$ cat src/common/pscl_pkg.sv
// Package: register map, field positions and timing counts for the power and sleep control block
package pscl_pkg;
   // Register word addresses (Avalon word index)
   localparam logic [1:0] ADDR_SLEEP_CTRL = 2'h0;
   localparam logic [1:0] ADDR_CLK_GATE = 2'h1;
   localparam logic [1:0] ADDR_RES_STATUS = 2'h2;
   localparam logic [1:0] ADDR_ENV_CTRL = 2'h3;
   // Control register field positions
   localparam int BIT_BO_REQ = 7;
   localparam int BIT_PULLUP_OFF = 6;
   localparam int BIT_SLEEP_ARM = 5;
   localparam int BIT_SEL_HI = 4;
   localparam int BIT_SEL_LO = 3;
   localparam int BIT_BO_UNLOCK = 2;
   localparam int BIT_SENSE_HI = 1;
   localparam int BIT_SENSE_LO = 0;
   // Clock gate register field positions
   localparam int BIT_GATE_T16 = 3;
   localparam int BIT_GATE_T8 = 2;
   localparam int BIT_GATE_SER = 1;
   localparam int BIT_GATE_CONV = 0;
   localparam logic [7:0] GATE_MASK = 8'h0f;
   // Resource status register field positions
   localparam int ST_CONV_ON = 0;
   localparam int ST_COMP_ON = 1;
   localparam int ST_VREF_ON = 2;
   localparam int ST_BOD_ON = 3;
   localparam int ST_WDT_ON = 4;
   localparam int ST_INBUF_ON = 5;
   localparam int ST_ASLEEP = 6;
   localparam int ST_EXT_CONV = 7;
   // Environment register field positions
   localparam int ENV_CONV_EN = 0;
   localparam int ENV_COMP_EN = 1;
   localparam int ENV_COMP_VREF = 2;
   localparam int ENV_WDT_EN = 3;
   localparam int ENV_BOD_FUSE = 4;
   // Reset values
   localparam logic [7:0] RST_SLEEP_CTRL = 8'h00;
   localparam logic [7:0] RST_CLK_GATE = 8'h00;
   localparam logic [7:0] RST_ENV_CTRL = 8'h00;
   // Timed unlock window, activation delay and request lifetime, in clock cycles
   localparam int UNLOCK_WINDOW_CYC = 4;
   localparam int BO_ACTIVE_DELAY_CYC = 3;
   localparam int BO_LIFE_CYC = 3;
   // Sleep modes
   typedef enum logic [1:0] {
      PSCL_IDLE = 2'b00,
      PSCL_NOISE = 2'b01,
      PSCL_PDOWN = 2'b10,
      PSCL_STBY = 2'b11
   } pscl_mode_t;
endpackage

$ cat src/common/pscl_bo_if.sv
// Interface: timed brown-out sleep request sequence between top and sequencer
`timescale 1ns/1ps
interface pscl_bo_if;
   logic wr_both;
   logic wr_req_only;
   logic wr_clear;
   logic req_bit;
   logic req_active;
   modport top (output wr_both, output wr_req_only, output wr_clear,
      input req_bit, input req_active);
   modport seq (input wr_both, input wr_req_only, input wr_clear,
      output req_bit, output req_active);
endinterface

$ cat src/hdl/pscl_bo_seq.sv
// Timed unlock sequencer for the brown-out sleep request
`timescale 1ns/1ps
module pscl_bo_seq #(
   parameter int WINDOW = pscl_pkg::UNLOCK_WINDOW_CYC,
   parameter int DELAY = pscl_pkg::BO_ACTIVE_DELAY_CYC,
   parameter int LIFE = pscl_pkg::BO_LIFE_CYC
) (
   // Clock and reset
   input wire logic clk,
   input wire logic rst,
   // Sequence carrier
   pscl_bo_if.seq bo
);
   initial begin
      if (WINDOW < 1 || WINDOW > 15 || DELAY < 1 || LIFE < 1 || DELAY + LIFE > 15) begin
         $error("pscl_bo_seq: counts out of range");
      end
   end
   logic [3:0] win_ff;
   logic [3:0] age_ff;
   logic req_ff;
   logic act_ff;

   // Unlock window counter, armed by writing request and unlock together
   always_ff @(posedge clk) begin
      if (rst) begin
         win_ff <= 4'h0;
      end else if (bo.wr_both) begin
         win_ff <= 4'(WINDOW);
      end else if (bo.wr_req_only || bo.wr_clear) begin
         win_ff <= 4'h0;
      end else if (win_ff != 4'h0) begin
         win_ff <= win_ff - 4'h1;
      end
   end

   // Request bit and its age; self-clears after the activation delay plus its lifetime
   always_ff @(posedge clk) begin
      if (rst) begin
         req_ff <= 1'b0;
         age_ff <= 4'h0;
      end else if (bo.wr_req_only && win_ff != 4'h0) begin
         req_ff <= 1'b1;
         age_ff <= 4'h0;
      end else if (req_ff) begin
         age_ff <= age_ff + 4'h1;
         if (age_ff == 4'(DELAY + LIFE - 1)) begin
            req_ff <= 1'b0;
         end
      end
   end

   // Effective after the activation delay, until self-clear
   always_ff @(posedge clk) begin
      if (rst) begin
         act_ff <= 1'b0;
      end else begin
         act_ff <= req_ff && age_ff >= 4'(DELAY - 1) && age_ff < 4'(DELAY + LIFE - 1);
      end
   end

   assign bo.req_bit = req_ff;
   assign bo.req_active = act_ff;
endmodule // pscl_bo_seq

$ cat src/hdl/pscl_top.sv
// Power and sleep control top: Avalon-MM registers, sleep modes, resource power, clock gates
`timescale 1ns/1ps
// What this block does
// - Enabled converter stays powered in every sleep
// - Converter off-then-on forces extended conversion
// - Comparator off in deep sleep unless reference-linked
// - Reference powered when detector, comparator, converter need
// - Fused brown-out detector stays on unless disabled
// - Enabled watchdog runs in every sleep mode
// - Input buffers off when I/O and converter clocks stop
// - Control register bit layout, read/write, resets zero
// - Request set only by timed two-write sequence
// - Request effective three cycles after set
// - Request self-clears three cycles after it becomes effective
// - Detector off only if sleep during active request
// - Without software disable, request and unlock read zero
// - Sleep entered only while sleep arm is one
// - Select bits choose idle, noise, power-down, standby
// - Unlock bit gates setting of the request
// - Gate register bits 7:4 read zero
// - Bit 3 freezes the 16-bit timer
// - Bit 2 freezes the 8-bit timer
// - Bit 1 stops the serial unit clock
// - Bit 0 shuts the converter, comparator unusable
// - Gated peripheral frozen, its registers inaccessible
module pscl_top #(
   parameter bit HAS_BO_DISABLE = 1'b1
) (
   // Clock and reset
   input wire logic clk,
   input wire logic rst,
   // Avalon-MM slave
   input wire logic [1:0] avs_address,
   input wire logic avs_read,
   input wire logic avs_write,
   input wire logic [31:0] avs_writedata,
   input wire logic [3:0] avs_byteenable,
   output logic [31:0] avs_readdata,
   output logic avs_waitrequest,
   // CPU sleep handshake
   input wire logic sleep_instr,
   input wire logic wake_event,
   output logic asleep,
   // Pin wake request
   input wire logic pin_wake_async,
   // Peripheral clock enables
   output logic timer16_clk_en,
   output logic timer8_clk_en,
   output logic serial_clk_en,
   output logic conv_clk_en,
   // Resource power
   output logic conv_power,
   output logic comp_power,
   output logic vref_power,
   output logic bod_power,
   output logic wdt_run,
   output logic inbuf_enable,
   output logic conv_extended,
   output logic pullup_global_off,
   output logic [1:0] ext_irq_sense
);
   logic [7:0] ctrl_ff;
   logic [7:0] gate_ff;
   logic [7:0] env_ff;
   logic [31:0] rdata_ff;
   logic wait_ff;
   logic asleep_ff;
   logic bod_off_ff;
   logic ext_conv_ff;
   logic conv_prev_ff;
   logic [1:0] pin_sync_ff;
   logic conv_pw_ff;
   logic comp_pw_ff;
   logic vref_pw_ff;
   logic bod_pw_ff;
   logic wdt_ff;
   logic inbuf_ff;
   logic [3:0] clk_en_ff;
   logic [7:0] status_ff;
   pscl_pkg::pscl_mode_t mode_ff;
   pscl_pkg::pscl_mode_t sel_mode;
   logic acc;
   logic wr_ctrl;
   logic [7:0] wbyte;
   logic conv_on;
   logic comp_on;
   logic bod_on;
   logic deep;
   logic wr_take;
   logic wr_gate;
   logic wr_env;
   logic wake_now;
   logic sleep_go;
   pscl_bo_if bo ();

   // Deep modes stop the I/O and converter clocks
   function automatic logic pscl_is_deep(input pscl_pkg::pscl_mode_t m);
      return (m == pscl_pkg::PSCL_PDOWN) || (m == pscl_pkg::PSCL_STBY);
   endfunction

   // Register word hit for an accepted request
   function automatic logic pscl_hit(input logic take, input logic [1:0] addr,
         input logic [1:0] target);
      return take && (addr == target);
   endfunction

   // Single-cycle wait: request taken on the edge where waitrequest is low
   assign acc = (avs_read || avs_write) && !wait_ff;
   assign wbyte = avs_byteenable[0] ? avs_writedata[7:0] : 8'h00;
   assign wr_take = acc && avs_write && avs_byteenable[0];
   assign wr_ctrl = pscl_hit(wr_take, avs_address, pscl_pkg::ADDR_SLEEP_CTRL);
   assign wr_gate = pscl_hit(wr_take, avs_address, pscl_pkg::ADDR_CLK_GATE);
   assign wr_env = pscl_hit(wr_take, avs_address, pscl_pkg::ADDR_ENV_CTRL);
   assign sel_mode = pscl_pkg::pscl_mode_t'(ctrl_ff[pscl_pkg::BIT_SEL_HI:pscl_pkg::BIT_SEL_LO]);

   // Sequence strobes toward the request sequencer
   assign bo.wr_both = HAS_BO_DISABLE && wr_ctrl && wbyte[pscl_pkg::BIT_BO_REQ] &&
      wbyte[pscl_pkg::BIT_BO_UNLOCK];
   assign bo.wr_req_only = HAS_BO_DISABLE && wr_ctrl && wbyte[pscl_pkg::BIT_BO_REQ] &&
      !wbyte[pscl_pkg::BIT_BO_UNLOCK];
   assign bo.wr_clear = wr_ctrl && !wbyte[pscl_pkg::BIT_BO_REQ];

   pscl_bo_seq u_seq (
      .clk(clk),
      .rst(rst),
      .bo(bo)
   );

   // Wait state generator
   always_ff @(posedge clk) begin
      if (rst) begin
         wait_ff <= 1'b1;
      end else begin
         wait_ff <= !(avs_read || avs_write) || !wait_ff;
      end
   end

   // Control register; request bit mirrored from sequencer
   always_ff @(posedge clk) begin
      if (rst) begin
         ctrl_ff <= pscl_pkg::RST_SLEEP_CTRL;
      end else if (wr_ctrl) begin
         ctrl_ff[6:3] <= wbyte[6:3];
         ctrl_ff[1:0] <= wbyte[1:0];
         ctrl_ff[pscl_pkg::BIT_BO_UNLOCK] <= HAS_BO_DISABLE &&
            wbyte[pscl_pkg::BIT_BO_UNLOCK];
      end
   end

   // Clock gate register, low nibble only
   always_ff @(posedge clk) begin
      if (rst) begin
         gate_ff <= pscl_pkg::RST_CLK_GATE;
      end else if (wr_gate) begin
         gate_ff <= wbyte & pscl_pkg::GATE_MASK;
      end
   end

   // Environment register: enables and fuse level from elsewhere in the chip
   always_ff @(posedge clk) begin
      if (rst) begin
         env_ff <= pscl_pkg::RST_ENV_CTRL;
      end else if (wr_env) begin
         env_ff <= {3'h0, wbyte[4:0]};
      end
   end

   // Read data staged in the wait cycle so they stand at the taking edge
   always_ff @(posedge clk) begin
      if (rst) begin
         rdata_ff <= 32'h0000_0000;
      end else if (avs_read && wait_ff) begin
         unique case (avs_address)
            pscl_pkg::ADDR_SLEEP_CTRL:
               rdata_ff <= {24'h0, HAS_BO_DISABLE && bo.req_bit, ctrl_ff[6:0]};
            pscl_pkg::ADDR_CLK_GATE: rdata_ff <= {24'h0, gate_ff};
            pscl_pkg::ADDR_RES_STATUS: rdata_ff <= {24'h0, status_ff};
            pscl_pkg::ADDR_ENV_CTRL: rdata_ff <= {24'h0, env_ff};
         endcase
      end
   end

   // Wake pin synchroniser
   always_ff @(posedge clk) begin
      if (rst) begin
         pin_sync_ff <= 2'b00;
      end else begin
         pin_sync_ff <= {pin_sync_ff[0], pin_wake_async};
      end
   end

   // Wake sources and armed sleep request
   assign wake_now = wake_event || pin_sync_ff[1];
   assign sleep_go = sleep_instr && ctrl_ff[pscl_pkg::BIT_SLEEP_ARM];

   // Sleep state; a wake only leaves sleep, a sleep request while awake enters even with a wake in the same cycle
   always_ff @(posedge clk) begin
      if (rst) begin
         asleep_ff <= 1'b0;
      end else if (asleep_ff) begin
         if (wake_now) begin
            asleep_ff <= 1'b0;
         end
      end else if (sleep_go) begin
         asleep_ff <= 1'b1;
      end
   end

   // Mode latched at entry, held through the sleep period
   always_ff @(posedge clk) begin
      if (rst) begin
         mode_ff <= pscl_pkg::PSCL_IDLE;
      end else if (!asleep_ff && sleep_go) begin
         mode_ff <= sel_mode;
      end
   end

   // Detector disable latched at entry to power-down or standby while the request is active, dropped at wake
   always_ff @(posedge clk) begin
      if (rst) begin
         bod_off_ff <= 1'b0;
      end else if (asleep_ff) begin
         if (wake_now) begin
            bod_off_ff <= 1'b0;
         end
      end else if (sleep_go) begin
         bod_off_ff <= bo.req_active && pscl_is_deep(sel_mode);
      end
   end

   // Resource power decisions
   assign conv_on = env_ff[pscl_pkg::ENV_CONV_EN] && !gate_ff[pscl_pkg::BIT_GATE_CONV];
   assign deep = asleep_ff && pscl_is_deep(mode_ff);
   assign comp_on = env_ff[pscl_pkg::ENV_COMP_EN] && !gate_ff[pscl_pkg::BIT_GATE_CONV] &&
      (!deep || env_ff[pscl_pkg::ENV_COMP_VREF]);
   assign bod_on = env_ff[pscl_pkg::ENV_BOD_FUSE] && !bod_off_ff;

   // Converter power follows its enable in every sleep mode
   always_ff @(posedge clk) begin
      if (rst) begin
         conv_pw_ff <= 1'b0;
      end else begin
         conv_pw_ff <= conv_on;
      end
   end

   // Comparator power, dropped in deep sleep unless reference-linked
   always_ff @(posedge clk) begin
      if (rst) begin
         comp_pw_ff <= 1'b0;
      end else begin
         comp_pw_ff <= comp_on;
      end
   end

   // Reference power while any user needs it
   always_ff @(posedge clk) begin
      if (rst) begin
         vref_pw_ff <= 1'b0;
      end else begin
         vref_pw_ff <= bod_on || conv_on ||
            (comp_on && env_ff[pscl_pkg::ENV_COMP_VREF]);
      end
   end

   // Detector power; with the fuse set, off only for a software-disabled sleep
   always_ff @(posedge clk) begin
      if (rst) begin
         bod_pw_ff <= 1'b0;
      end else begin
         bod_pw_ff <= bod_on;
      end
   end

   // Watchdog run follows its enable, never the sleep mode
   always_ff @(posedge clk) begin
      if (rst) begin
         wdt_ff <= 1'b0;
      end else begin
         wdt_ff <= env_ff[pscl_pkg::ENV_WDT_EN];
      end
   end

   // Input buffers off while I/O and converter clocks stop
   always_ff @(posedge clk) begin
      if (rst) begin
         inbuf_ff <= 1'b0;
      end else begin
         inbuf_ff <= !deep;
      end
   end

   // Extended conversion flag after converter power cycle
   always_ff @(posedge clk) begin
      if (rst) begin
         conv_prev_ff <= 1'b0;
         ext_conv_ff <= 1'b1;
      end else begin
         conv_prev_ff <= conv_on;
         if (conv_on && !conv_prev_ff) begin
            ext_conv_ff <= 1'b1;
         end else if (env_ff[pscl_pkg::ENV_COMP_VREF + 5] == 1'b0 && conv_on &&
               acc && avs_read && avs_address == pscl_pkg::ADDR_RES_STATUS) begin
            ext_conv_ff <= 1'b0; // Acknowledged by a status read
         end
      end
   end

   // Peripheral clock enables; a gated peripheral freezes with its registers
   always_ff @(posedge clk) begin
      if (rst) begin
         clk_en_ff <= 4'hf;
      end else begin
         clk_en_ff[pscl_pkg::BIT_GATE_T16] <= !gate_ff[pscl_pkg::BIT_GATE_T16];
         clk_en_ff[pscl_pkg::BIT_GATE_T8] <= !gate_ff[pscl_pkg::BIT_GATE_T8];
         clk_en_ff[pscl_pkg::BIT_GATE_SER] <= !gate_ff[pscl_pkg::BIT_GATE_SER];
         clk_en_ff[pscl_pkg::BIT_GATE_CONV] <= !gate_ff[pscl_pkg::BIT_GATE_CONV];
      end
   end

   // Status snapshot
   always_ff @(posedge clk) begin
      if (rst) begin
         status_ff <= 8'h00;
      end else begin
         status_ff <= {ext_conv_ff, asleep_ff, inbuf_ff, wdt_ff, bod_pw_ff, vref_pw_ff,
            comp_pw_ff, conv_pw_ff};
      end
   end

   // Output drive
   assign avs_readdata = rdata_ff;
   assign avs_waitrequest = wait_ff;
   assign asleep = asleep_ff;
   assign timer16_clk_en = clk_en_ff[pscl_pkg::BIT_GATE_T16];
   assign timer8_clk_en = clk_en_ff[pscl_pkg::BIT_GATE_T8];
   assign serial_clk_en = clk_en_ff[pscl_pkg::BIT_GATE_SER];
   assign conv_clk_en = clk_en_ff[pscl_pkg::BIT_GATE_CONV];
   assign conv_power = conv_pw_ff;
   assign comp_power = comp_pw_ff;
   assign vref_power = vref_pw_ff;
   assign bod_power = bod_pw_ff;
   assign wdt_run = wdt_ff;
   assign inbuf_enable = inbuf_ff;
   assign conv_extended = ext_conv_ff;
   assign pullup_global_off = ctrl_ff[pscl_pkg::BIT_PULLUP_OFF];
   assign ext_irq_sense = ctrl_ff[pscl_pkg::BIT_SENSE_HI:pscl_pkg::BIT_SENSE_LO];
endmodule // pscl_top

$ cat config.mk
export PLATFORM = sky130hd
export DESIGN_NAME = pscl_top
export DESIGN_NICKNAME = d
export VERILOG_FILES = /design/src/common/pscl_pkg.sv /design/src/common/pscl_bo_if.sv /design/src/hdl/pscl_bo_seq.sv /design/src/hdl/pscl_top.sv
export SDC_FILE = /design/constraint.sdc
export NUM_CORES = 1
export LEC_CHECK = 0
export ABC_AREA = 1
export BUFFER_PORTS_ARGS = -buffer_cell sky130_fd_sc_hd__clkbuf_2
export CAP_MARGIN = 20
export CORE_MARGIN = 1
export CORE_UTILIZATION = 40
export CTS_CLUSTER_DIAMETER = 40
export DETAILED_ROUTE_END_ITERATION = 8
export PLACE_DENSITY = 0.77
export SLEW_MARGIN = 20
export SYNTH_ARGS = -nofsm -noshare
export SYNTH_HDL_FRONTEND = slang
export SYNTH_SLANG_ARGS = --single-unit
export TNS_END_PERCENT = 50
$ cat constraint.sdc
create_clock -name clk -period 1.3 [get_ports clk]
set_input_delay 0 -clock clk [delete_from_list [all_inputs] [get_ports clk]]
set_output_delay 0 -clock clk [all_outputs]
set_load 0.05 [all_outputs]
==> results of run 1 <==
through the flow:
| stage | power [uW] | cells | setup slack, ps | hold slack (ps) |
|---|---|---|---|---|
| detailed placement | 2800 | 431 | 50.9 | 196 |
| global route | 4580 | 459 | 12.7 | 51.1 |
| finish | 4390 | 459 | 112 | 43.5 |
| CTS | 4410 | 459 | 39.9 | 28.3 |
| global placement | 2760 | 431 | 94.0 | 199 |
| floorplan | 2690 | 343 | 116 | 107 |
registers in the layout, summed over array words and instances (netlist names), 2 cells and up:
signal,cells
gate_ff,4
ctrl_ff,7
pin_sync_ff,2
env_ff,5
avs_readdata,8
u_seq.age_ff,4
status_ff,8
u_seq.win_ff,4
clk_en_ff,4
power by group:
| group | leakage [uW] | total [uW] | internal, uW | switching, uW |
|---|---|---|---|---|
| sequential | 0.000479 | 1960 | 1900 | 58.2 |
| combinational | 0.000816 | 842 | 261 | 581 |
| clock | 0.0000997 | 1590 | 899 | 686 |
repair_timing:
item / CTS / global route
hold endpoints to repair: 20 / 0
buffers inserted: 0 / 0
setup endpoints to repair: 0 / 4
resized for setup: 0 / 1
hold buffers: 12 / 0
layer usage:
| layer | wire, um | part of all wire, % | vias up | track usage (%) |
|---|---|---|---|---|
| met5 | 0 | 0 | - | 0 |
| met4 | 149 | 2.8 | 0 | 12.1 |
| met3 | 273 | 5.1 | 13 | 3.78 |
| met2 | 2310 | 43 | 69 | 24.7 |
| met1 | 2580 | 49 | 961 | 22.7 |
| li1 | - | - | 1093 | - |
cells in the final DEF (no fill, tap or decap):
| cell type | count |
|---|---|
| clkbuf_2 | 41 |
| nor3_1 | 5 |
| clkinv_1 | 1 |
| nor2_4 | 2 |
| a21oi_1 | 22 |
| o21ai_0 | 14 |
| dfxtp_1 | 58 |
| nand3_1 | 24 |
| nand2_1 | 49 |
| dlygate4sd3_1 | 12 |
| clkbuf_1 | 2 |
| inv_2 | 2 |
| o21a_1 | 1 |
| or2_2 | 2 |
| xnor2_1 | 1 |
| clkinv_2 | 1 |
| nand2_2 | 1 |
| buf_4 | 5 |
| o21bai_1 | 3 |
| conb_1 | 24 |
| dfxtp_2 | 1 |
| o21ai_1 | 5 |
| ha_1 | 5 |
| nand3_2 | 2 |
| nand4_1 | 2 |
| o211ai_1 | 4 |
| xor2_1 | 3 |
| nor2_1 | 35 |
| a31oi_1 | 3 |
| clkbuf_8 | 13 |
| nand3_4 | 1 |
| nand2_4 | 2 |
| nor2_8 | 2 |
| inv_1 | 36 |
final timing paths:
path / startpoint / endpoint / slack [ps] / depth (start not counted)
setup / recovery: u_seq.win_ff[0] / u_seq.age_ff[3] / 110 / 6
hold / removal: avs_writedata[7] / u_seq.win_ff[2] / 40 / 5
setup reg to reg: u_seq.win_ff[0] / u_seq.age_ff[3] / 110 / 6
hold reg to reg: pin_sync_ff[0] / pin_sync_ff[1] / 410 / 2
area by class of cell:
cell class              count  area (sq um)  area share [%]
clock buffers              15           186            6.09
clock inverters             1          5.00           0.163
inverters                  39           146            4.78
multi-input cells         212          1090            35.5
flip-flops and latches     59          1180            38.6
well taps                  75          93.8            3.06
repair buffers             58           363            11.8
cells by family after synthesis:
kind of cell | Yosys count
and+or+nand+nor | 127
buffers and inverters | 72
AOI/OAI and AO/OA | 52
adders and majority gates | 5
xor gates and xnor gates | 4
DFF | 59
other | 1
critical path, stage by stage, from the launching register on:
cell and delay [ps]:
dfxtp_1 350, inv_1 60, ha_1 260, nand3_2 130, nand3_2 110, nand2_2 110, nor2_1 60
==> qor.yml, run 1 <==
synth:
  synth_area_leaders: "dfxtp_1 (46%), buf_4 (7.6%), nand2_1 (7.2%)"
  synth-edff-count: 0
  async_flop_share_pct: 0
  yosysMostFrequentCell: "dfxtp_1"
  yosys_warnings: 0
  netlist.area_leader.share_pct: 46.2
  synthFlopType: "dfxtp_1"
  ys_seq_elements: 59
  synth_top_cells_by_count: "dfxtp_1 (59), nand2_1 (49), inv_1 (36), nor2_1 (35), buf_4 (26)"
  syn-instance-count: 320
  yosysTopAreaCell: "dfxtp_1"
  synth_xor_area_share_pct: 1.37
  seq_area_frac_synth_pct: 46.2
  synthesis.area_sq_um: 2560
  synth_compound_gate_area_share_pct: 11.1
  synth_top_family_by_area: "simple AND/OR/NAND/NOR gates"
  syn_area_per_cell_sq_um: 7.99
  synthSimpleGateAreaFrac_pct: 23.8
  synthAdderAreaFrac_pct: 2.45
  synthMuxAreaShare_pct: 0
  ys_types: 31
floorplanning:
  initial_utilization_pct: 42.4
  fp-row-count: 28
  die_area_sq_um: 6710
  die_y_um: 81.9
  core_sq_um: 6030
  io_pins: 93
  die_x_um: 81.9
clock_network:
  clock_sinks: 59
  cts_max_level: 3
  clk_latency_ps: 340
  clockBufferDepth: 2
  path_clk_slew_ps: 60
  cts_tree: "built"
  clockRootBuffer: "clkbuf_8"
  numCtsBuffers: 9
setup_path:
  crit_required_ps: 1530
  start_kind: "register"
  path_class: "reg -> reg"
  crit_arrival_ps: 1420
  endpoint_kind: "register"
  path_max_fanout: 5
grt:
  antenna_found_initial: 0
  grt-ovfl-total: 0
  grt_max_degree: 29
  grt_pass1_wl_um: 8310
  grt_pass1_vias: 1827
  grtUsageTotal_pct: 17.2
sta:
  max_freq_mhz: 841
  hold_viol_final: 0
  rsz0062_at_grt: "false"
  drv_slew: 0
  period_needed_ps: 1190
  post-route-period-util_pct: 91.4
  setup_tns_ps: 0
  finalSetupViolCount: 0
  fin_worst_skew_ps: 8.48
routing:
  wl_per_cell_um: 11.6
  route.vias.total: 2136
  ant_nets: 0
  routed_wl_um: 5310
  vias_per_cell: 4.65
  drcViolationCount: 0
  drt_iter0_drc: 110
  dr.pass1.iters: 4
final_layout:
  num_antenna_cells: 0
  final_layout_size_suffix_gt1_share_pct: 19.5
  stdcell_area_sq_um: 3060
  area_growth_pct: 19.8
  post-route-util_pct: 50.8
  num-fill-cells: 593
  fin_nets: 429
place:
  hpwl_um: 3830
  portBuffers: 41
  gp_congestion: 0.831
  placed_area_sq_um: 2750
status:
  status: "complete, no violations"
power:
  p_leak_uw: 0.00140
  irDropWorstVdd_v: 0.000699
  power_density_nw_per_um2: 1430
hold_path:
  hold_class: "in -> reg"
job:
  cap_violations: 0
No activity file was read; power rests on OpenSTA's default activity.
==> run 2, diff against run 1 <==
SETUP_SLACK_MARGIN = 0.5   (was default)
==> qor.yml, run 2 (synthesis results as in run 1) <==
routing:
  ant_nets: 0
  dr.pass1.iters: 4
  route.vias.total: 2202
  drt_iter0_drc: 141
  vias_per_cell: 4.75
  wl_per_cell_um: 12.3
  drcViolationCount: 0
  routed_wl_um: 5700
place:
  hpwl_um: 3960
  gp_congestion: 0.829
  portBuffers: 41
grt:
  grt_max_degree: 21
  grt_pass1_vias: 2017
  grtUsageTotal_pct: 18.9
  grt_pass1_wl_um: 9320
  grt-ovfl-total: 0
  antenna_found_initial: 0
hold_path:
  hold_path_depth: 3
  hold_class: "in -> reg"
setup_path:
  cp_num_cells: 6
  crit_top_cell: "nand3_4"
  start_kind: "register"
  cp_slowest_stage_delay_ps: 360
  cp_cell_sequence: "inv_4 > nand3_4 > nor2_8 > nand3_4 > nand2_4 > nor2_1"
  rr_worst_depth: 6
  endpoint_kind: "register"
  path_max_fanout: 5
  crit_arrival_ps: 1320
  crit_required_ps: 1530
  worst-path-buf-inv: 1
  r2r_setup_slack_ps: 200
  path_class: "reg -> reg"
  critical-path-top-delay-family: "simple AND/OR/NAND/NOR gates"
  critPathSlowestCell: "dfxtp_4"
final_layout:
  final_common_cell: "dfxtp_1"
  final_cell_mix: "dfxtp_1 (51), nand2_1 (48), clkbuf_2 (36)"
  fin_nets: 434
  final_layout_size_suffix_gt1_share_pct: 27.5
  num_antenna_cells: 0
  post-route-util_pct: 54.2
  area_growth_pct: 27.7
floorplanning:
  core_sq_um: 6030
  die_x_um: 81.9
  io_pins: 93
  die_y_um: 81.9
  fp-row-count: 28
  die_area_sq_um: 6710
  initial_utilization_pct: 42.4
clock_network:
  clock_sinks: 59
  cts_hold_buf: 9
  path_clk_slew_ps: 60
  clockRootBuffer: "clkbuf_8"
  cts_tree: "built"
  numCtsBuffers: 9
  cts_max_level: 3
  clockBufferDepth: 2
  clk_latency_ps: 330
sta:
  drv_slew: 0
  rsz0062_at_grt: "true"
  hold_slack_ps: -41.0
  fin_worst_skew_ps: 4.13
  max_freq_mhz: 912
  period_needed_ps: 1100
  hold_viol_final: 1
  finalSetupViolCount: 0
  setup_tns_ps: 0
  post-route-period-util_pct: 84.3
power:
  power_density_nw_per_um2: 1390
  p_leak_uw: 0.00146
  irDropWorstVdd_v: 0.000727
status:
  violations: "hold timing"
  status: "complete, but fails checks"
job:
  cap_violations: 0
## run 2: cell types whose count changed in the layout (fill, tap and decap cells not counted), moves of 5 or more
cell and change:
o21ai_0 -8, buf_4 +7, dfxtp_1 -7, o21ai_1 +6, clkbuf_2 -5, dfxtp_2 +5, inv_1 -5
## run 2: report_power, final
part	internal [uW]	switching, uW	total, uW
Combinational	349	656	1010
Clock	899	680	1580
Sequential	1900	64.1	1970
Total	3150	1400	4550
## run 2: path summary, 6_finish.rpt
kind              startpoint         endpoint
max          avs_waitrequest  u_seq.age_ff[3]
min              sleep_instr           asleep
max reg2reg  avs_waitrequest  u_seq.age_ff[3]
min reg2reg       gate_ff[1]     clk_en_ff[1]
## run 2: final cells by class
class	instances	area, sq um
clock inverter	1	5.00
clock buffer	15	186
multi-input combinational	212	1160
fill	557	2760
tap	75	93.8
inverter	39	151
sequential	59	1200
timing repair buffer	63	473
## run 2: stage by stage
| step | cells | hold slack (ps) | area (sq um) | setup WS, ps | total power, uW |
|---|---|---|---|---|---|
| after global placement | 433 | 200 | 2790 | 156 | 2790 |
| after CTS | 464 | -57.9 | 3230 | 184 | 4570 |
| final | 464 | -41.0 | 3260 | 204 | 4550 |
| after global routing | 464 | -41.1 | 3260 | 128 | 4780 |
| after detailed placement | 433 | 207 | 2790 | 113 | 2820 |
| after floorplan | 343 | 105 | 2660 | 164 | 2700 |
## run 2: layer usage
metal | part of all wire (%) | GRT usage (%) | vias to the layer above
li1 | - | - | 1109
met1 | 42 | 22.7 | 999
met2 | 50 | 30.6 | 87
met3 | 6.2 | 6.22 | 7
met4 | 1.7 | 8.07 | 0
met5 | 0 | 0 | -
## run 2: what timing repair did
item,4_1_cts,5_1_grt
resized for setup,32,14
buffers inserted,6,0
pin swaps,6,3
setup endpoints to repair,65,66
endpoints found under the hold margin,18,1
cloned,0,0
## run 2: worst min-delay path: stages
cell	delay [ps]
clkbuf_2	90
nand2_2	100
a21oi_1	70
==> run 3, diff against run 2 <==
PLACE_DENSITY = 0.79   (was 0.77)
clock period = 1 ns   (was 1.3 ns; I/O delays follow)
==> qor.yml, run 3 (synthesis results as in run 1) <==
sta:
  period_needed_ps: 1160
  rsz0062_at_grt: "true"
  drv_slew: 0
  post-route-period-util_pct: 116
  finalSetupViolCount: 28
  hold_slack_ps: -90.7
  fin_worst_skew_ps: 9.04
  fin_ws_ps: -156
  hold_viol_final: 15
  max_freq_mhz: 865
power:
  p_leak_uw: 0.00161
  power_density_nw_per_um2: 1660
  irDropWorstVdd_v: 0.000870
place:
  gp_congestion: 0.838
  dp.cells: 442
  portBuffers: 41
  hpwl_um: 4150
floorplanning:
  die_y_um: 81.9
  core_sq_um: 6030
  io_pins: 93
  initial_utilization_pct: 42.4
  fp-row-count: 28
  die_x_um: 81.9
  die_area_sq_um: 6710
final_layout:
  area_growth_pct: 44.4
  num_antenna_cells: 0
  final_common_cell: "nand2_1"
  fin_cells: 473
  fin_nets: 443
  register_area_sq_um: 1230
  post-route-util_pct: 61.3
  num-fill-cells: 481
  multi_input_area_sq_um: 1230
  final_cell_mix: "nand2_1 (46), nor2_1 (32), dfxtp_1 (28)"
  final_layout_size_suffix_gt1_share_pct: 42.5
routing:
  wl_per_cell_um: 14.2
  drcViolationCount: 0
  ant_nets: 0
  route.vias.total: 2319
  vias_per_cell: 4.90
  dr.pass1.iters: 4
  drt_iter0_drc: 148
  routed_wl_um: 6720
clock_network:
  cts_hold_buf: 1
  clock_sinks: 59
  numCtsBuffers: 9
  clockRootBuffer: "clkbuf_8"
  cts_max_level: 3
  clk_latency_ps: 350
  cts_tree: "built"
  clockBufferDepth: 2
  path_clk_slew_ps: 70
setup_path:
  crit_top_cell: "nor2_8"
  crit_required_ps: 1240
  critical-path-top-delay-family: "simple AND/OR/NAND/NOR gates"
  critPathSlowestCell: "dfxtp_4"
  path_class: "reg -> reg"
  start_kind: "register"
  endpoint_kind: "register"
  path_max_fanout: 5
  cp_cell_sequence: "inv_4 > nand3_4 > nor2_8 > buf_6 > nor2_8 > nand2_1 > o21ai_1"
  worst-path-buf-inv: 2
  cp_slowest_stage_delay_ps: 360
  crit_arrival_ps: 1390
grt:
  grt-ovfl-total: 0
  grtUsageTotal_pct: 21.4
  grt_pass1_wl_um: 10300
  grt_max_degree: 24
  antenna_found_initial: 0
  grt_pass1_vias: 2231
hold_path:
  hold_class: "in -> reg"
status:
  status: "complete, but fails checks"
  violations: "hold timing, setup timing"
job:
  cap_violations: 0
-- run 3: area by class of cell --
class	instances	share of cell area [%]
clock buffer	11	3.56
clock inverter	5	1.46
inverter	39	4.31
multi-input combinational	214	33.3
sequential	59	33.4
tap	75	2.54
timing repair buffer	70	21.4
-- run 3: repair_timing --
action                                  CTS  global route
endpoints found under the setup margin   80            82
pin swaps                                20            15
endpoints found under the hold margin    19            18
cloned                                    1             1
buffers inserted                          9             3
resized for setup                       112            44
-- run 3: worst paths after layout --
check | slack [ps] | cells past startpoint | end | startpoint
setup / recovery | -160 | 7 | ctrl_ff[4] | avs_waitrequest
hold / removal | -90 | 3 | ctrl_ff[6] | avs_writedata[6]
setup reg to reg | -160 | 7 | ctrl_ff[4] | avs_waitrequest
hold reg to reg | 410 | 2 | pin_sync_ff[1] | pin_sync_ff[0]
-- run 3: stage by stage --
step	total power (uW)	TNS (ps)	hold WS (ps)	setup WS, ps	area, sq um
after floorplan	3510	-1870	105	-135	2670
after global placement	3720	-811	193	-84.2	2870
after detailed placement	3760	-1480	203	-151	2870
after CTS	6130	-1390	-109	-94.1	3570
after global routing	6410	-3740	-88.3	-199	3690
final	6140	-2100	-90.7	-156	3690
-- run 3: routing by layer --
layer,routed length [um],GRT usage [%],up-vias
met1,2630,23.8,1069
met3,410,6.89,29
met4,276,14.7,0
li1,-,-,1126
met5,0,0,-
met2,3410,34.4,95
-- run 3: where the power goes --
group | switching, uW | total (uW) | internal [uW] | leakage, uW
Clock | 972 | 2110 | 1140 | 0.0000971
Combinational | 889 | 1460 | 573 | 0.00102
Sequential | 90.0 | 2560 | 2470 | 0.000489
Total | 1950 | 6140 | 4190 | 0.00161
-- run 3: tightest hold or removal path, stage by stage --
cell	delay, ps
clkbuf_2	80
nand3_1	70
nand2_1	70
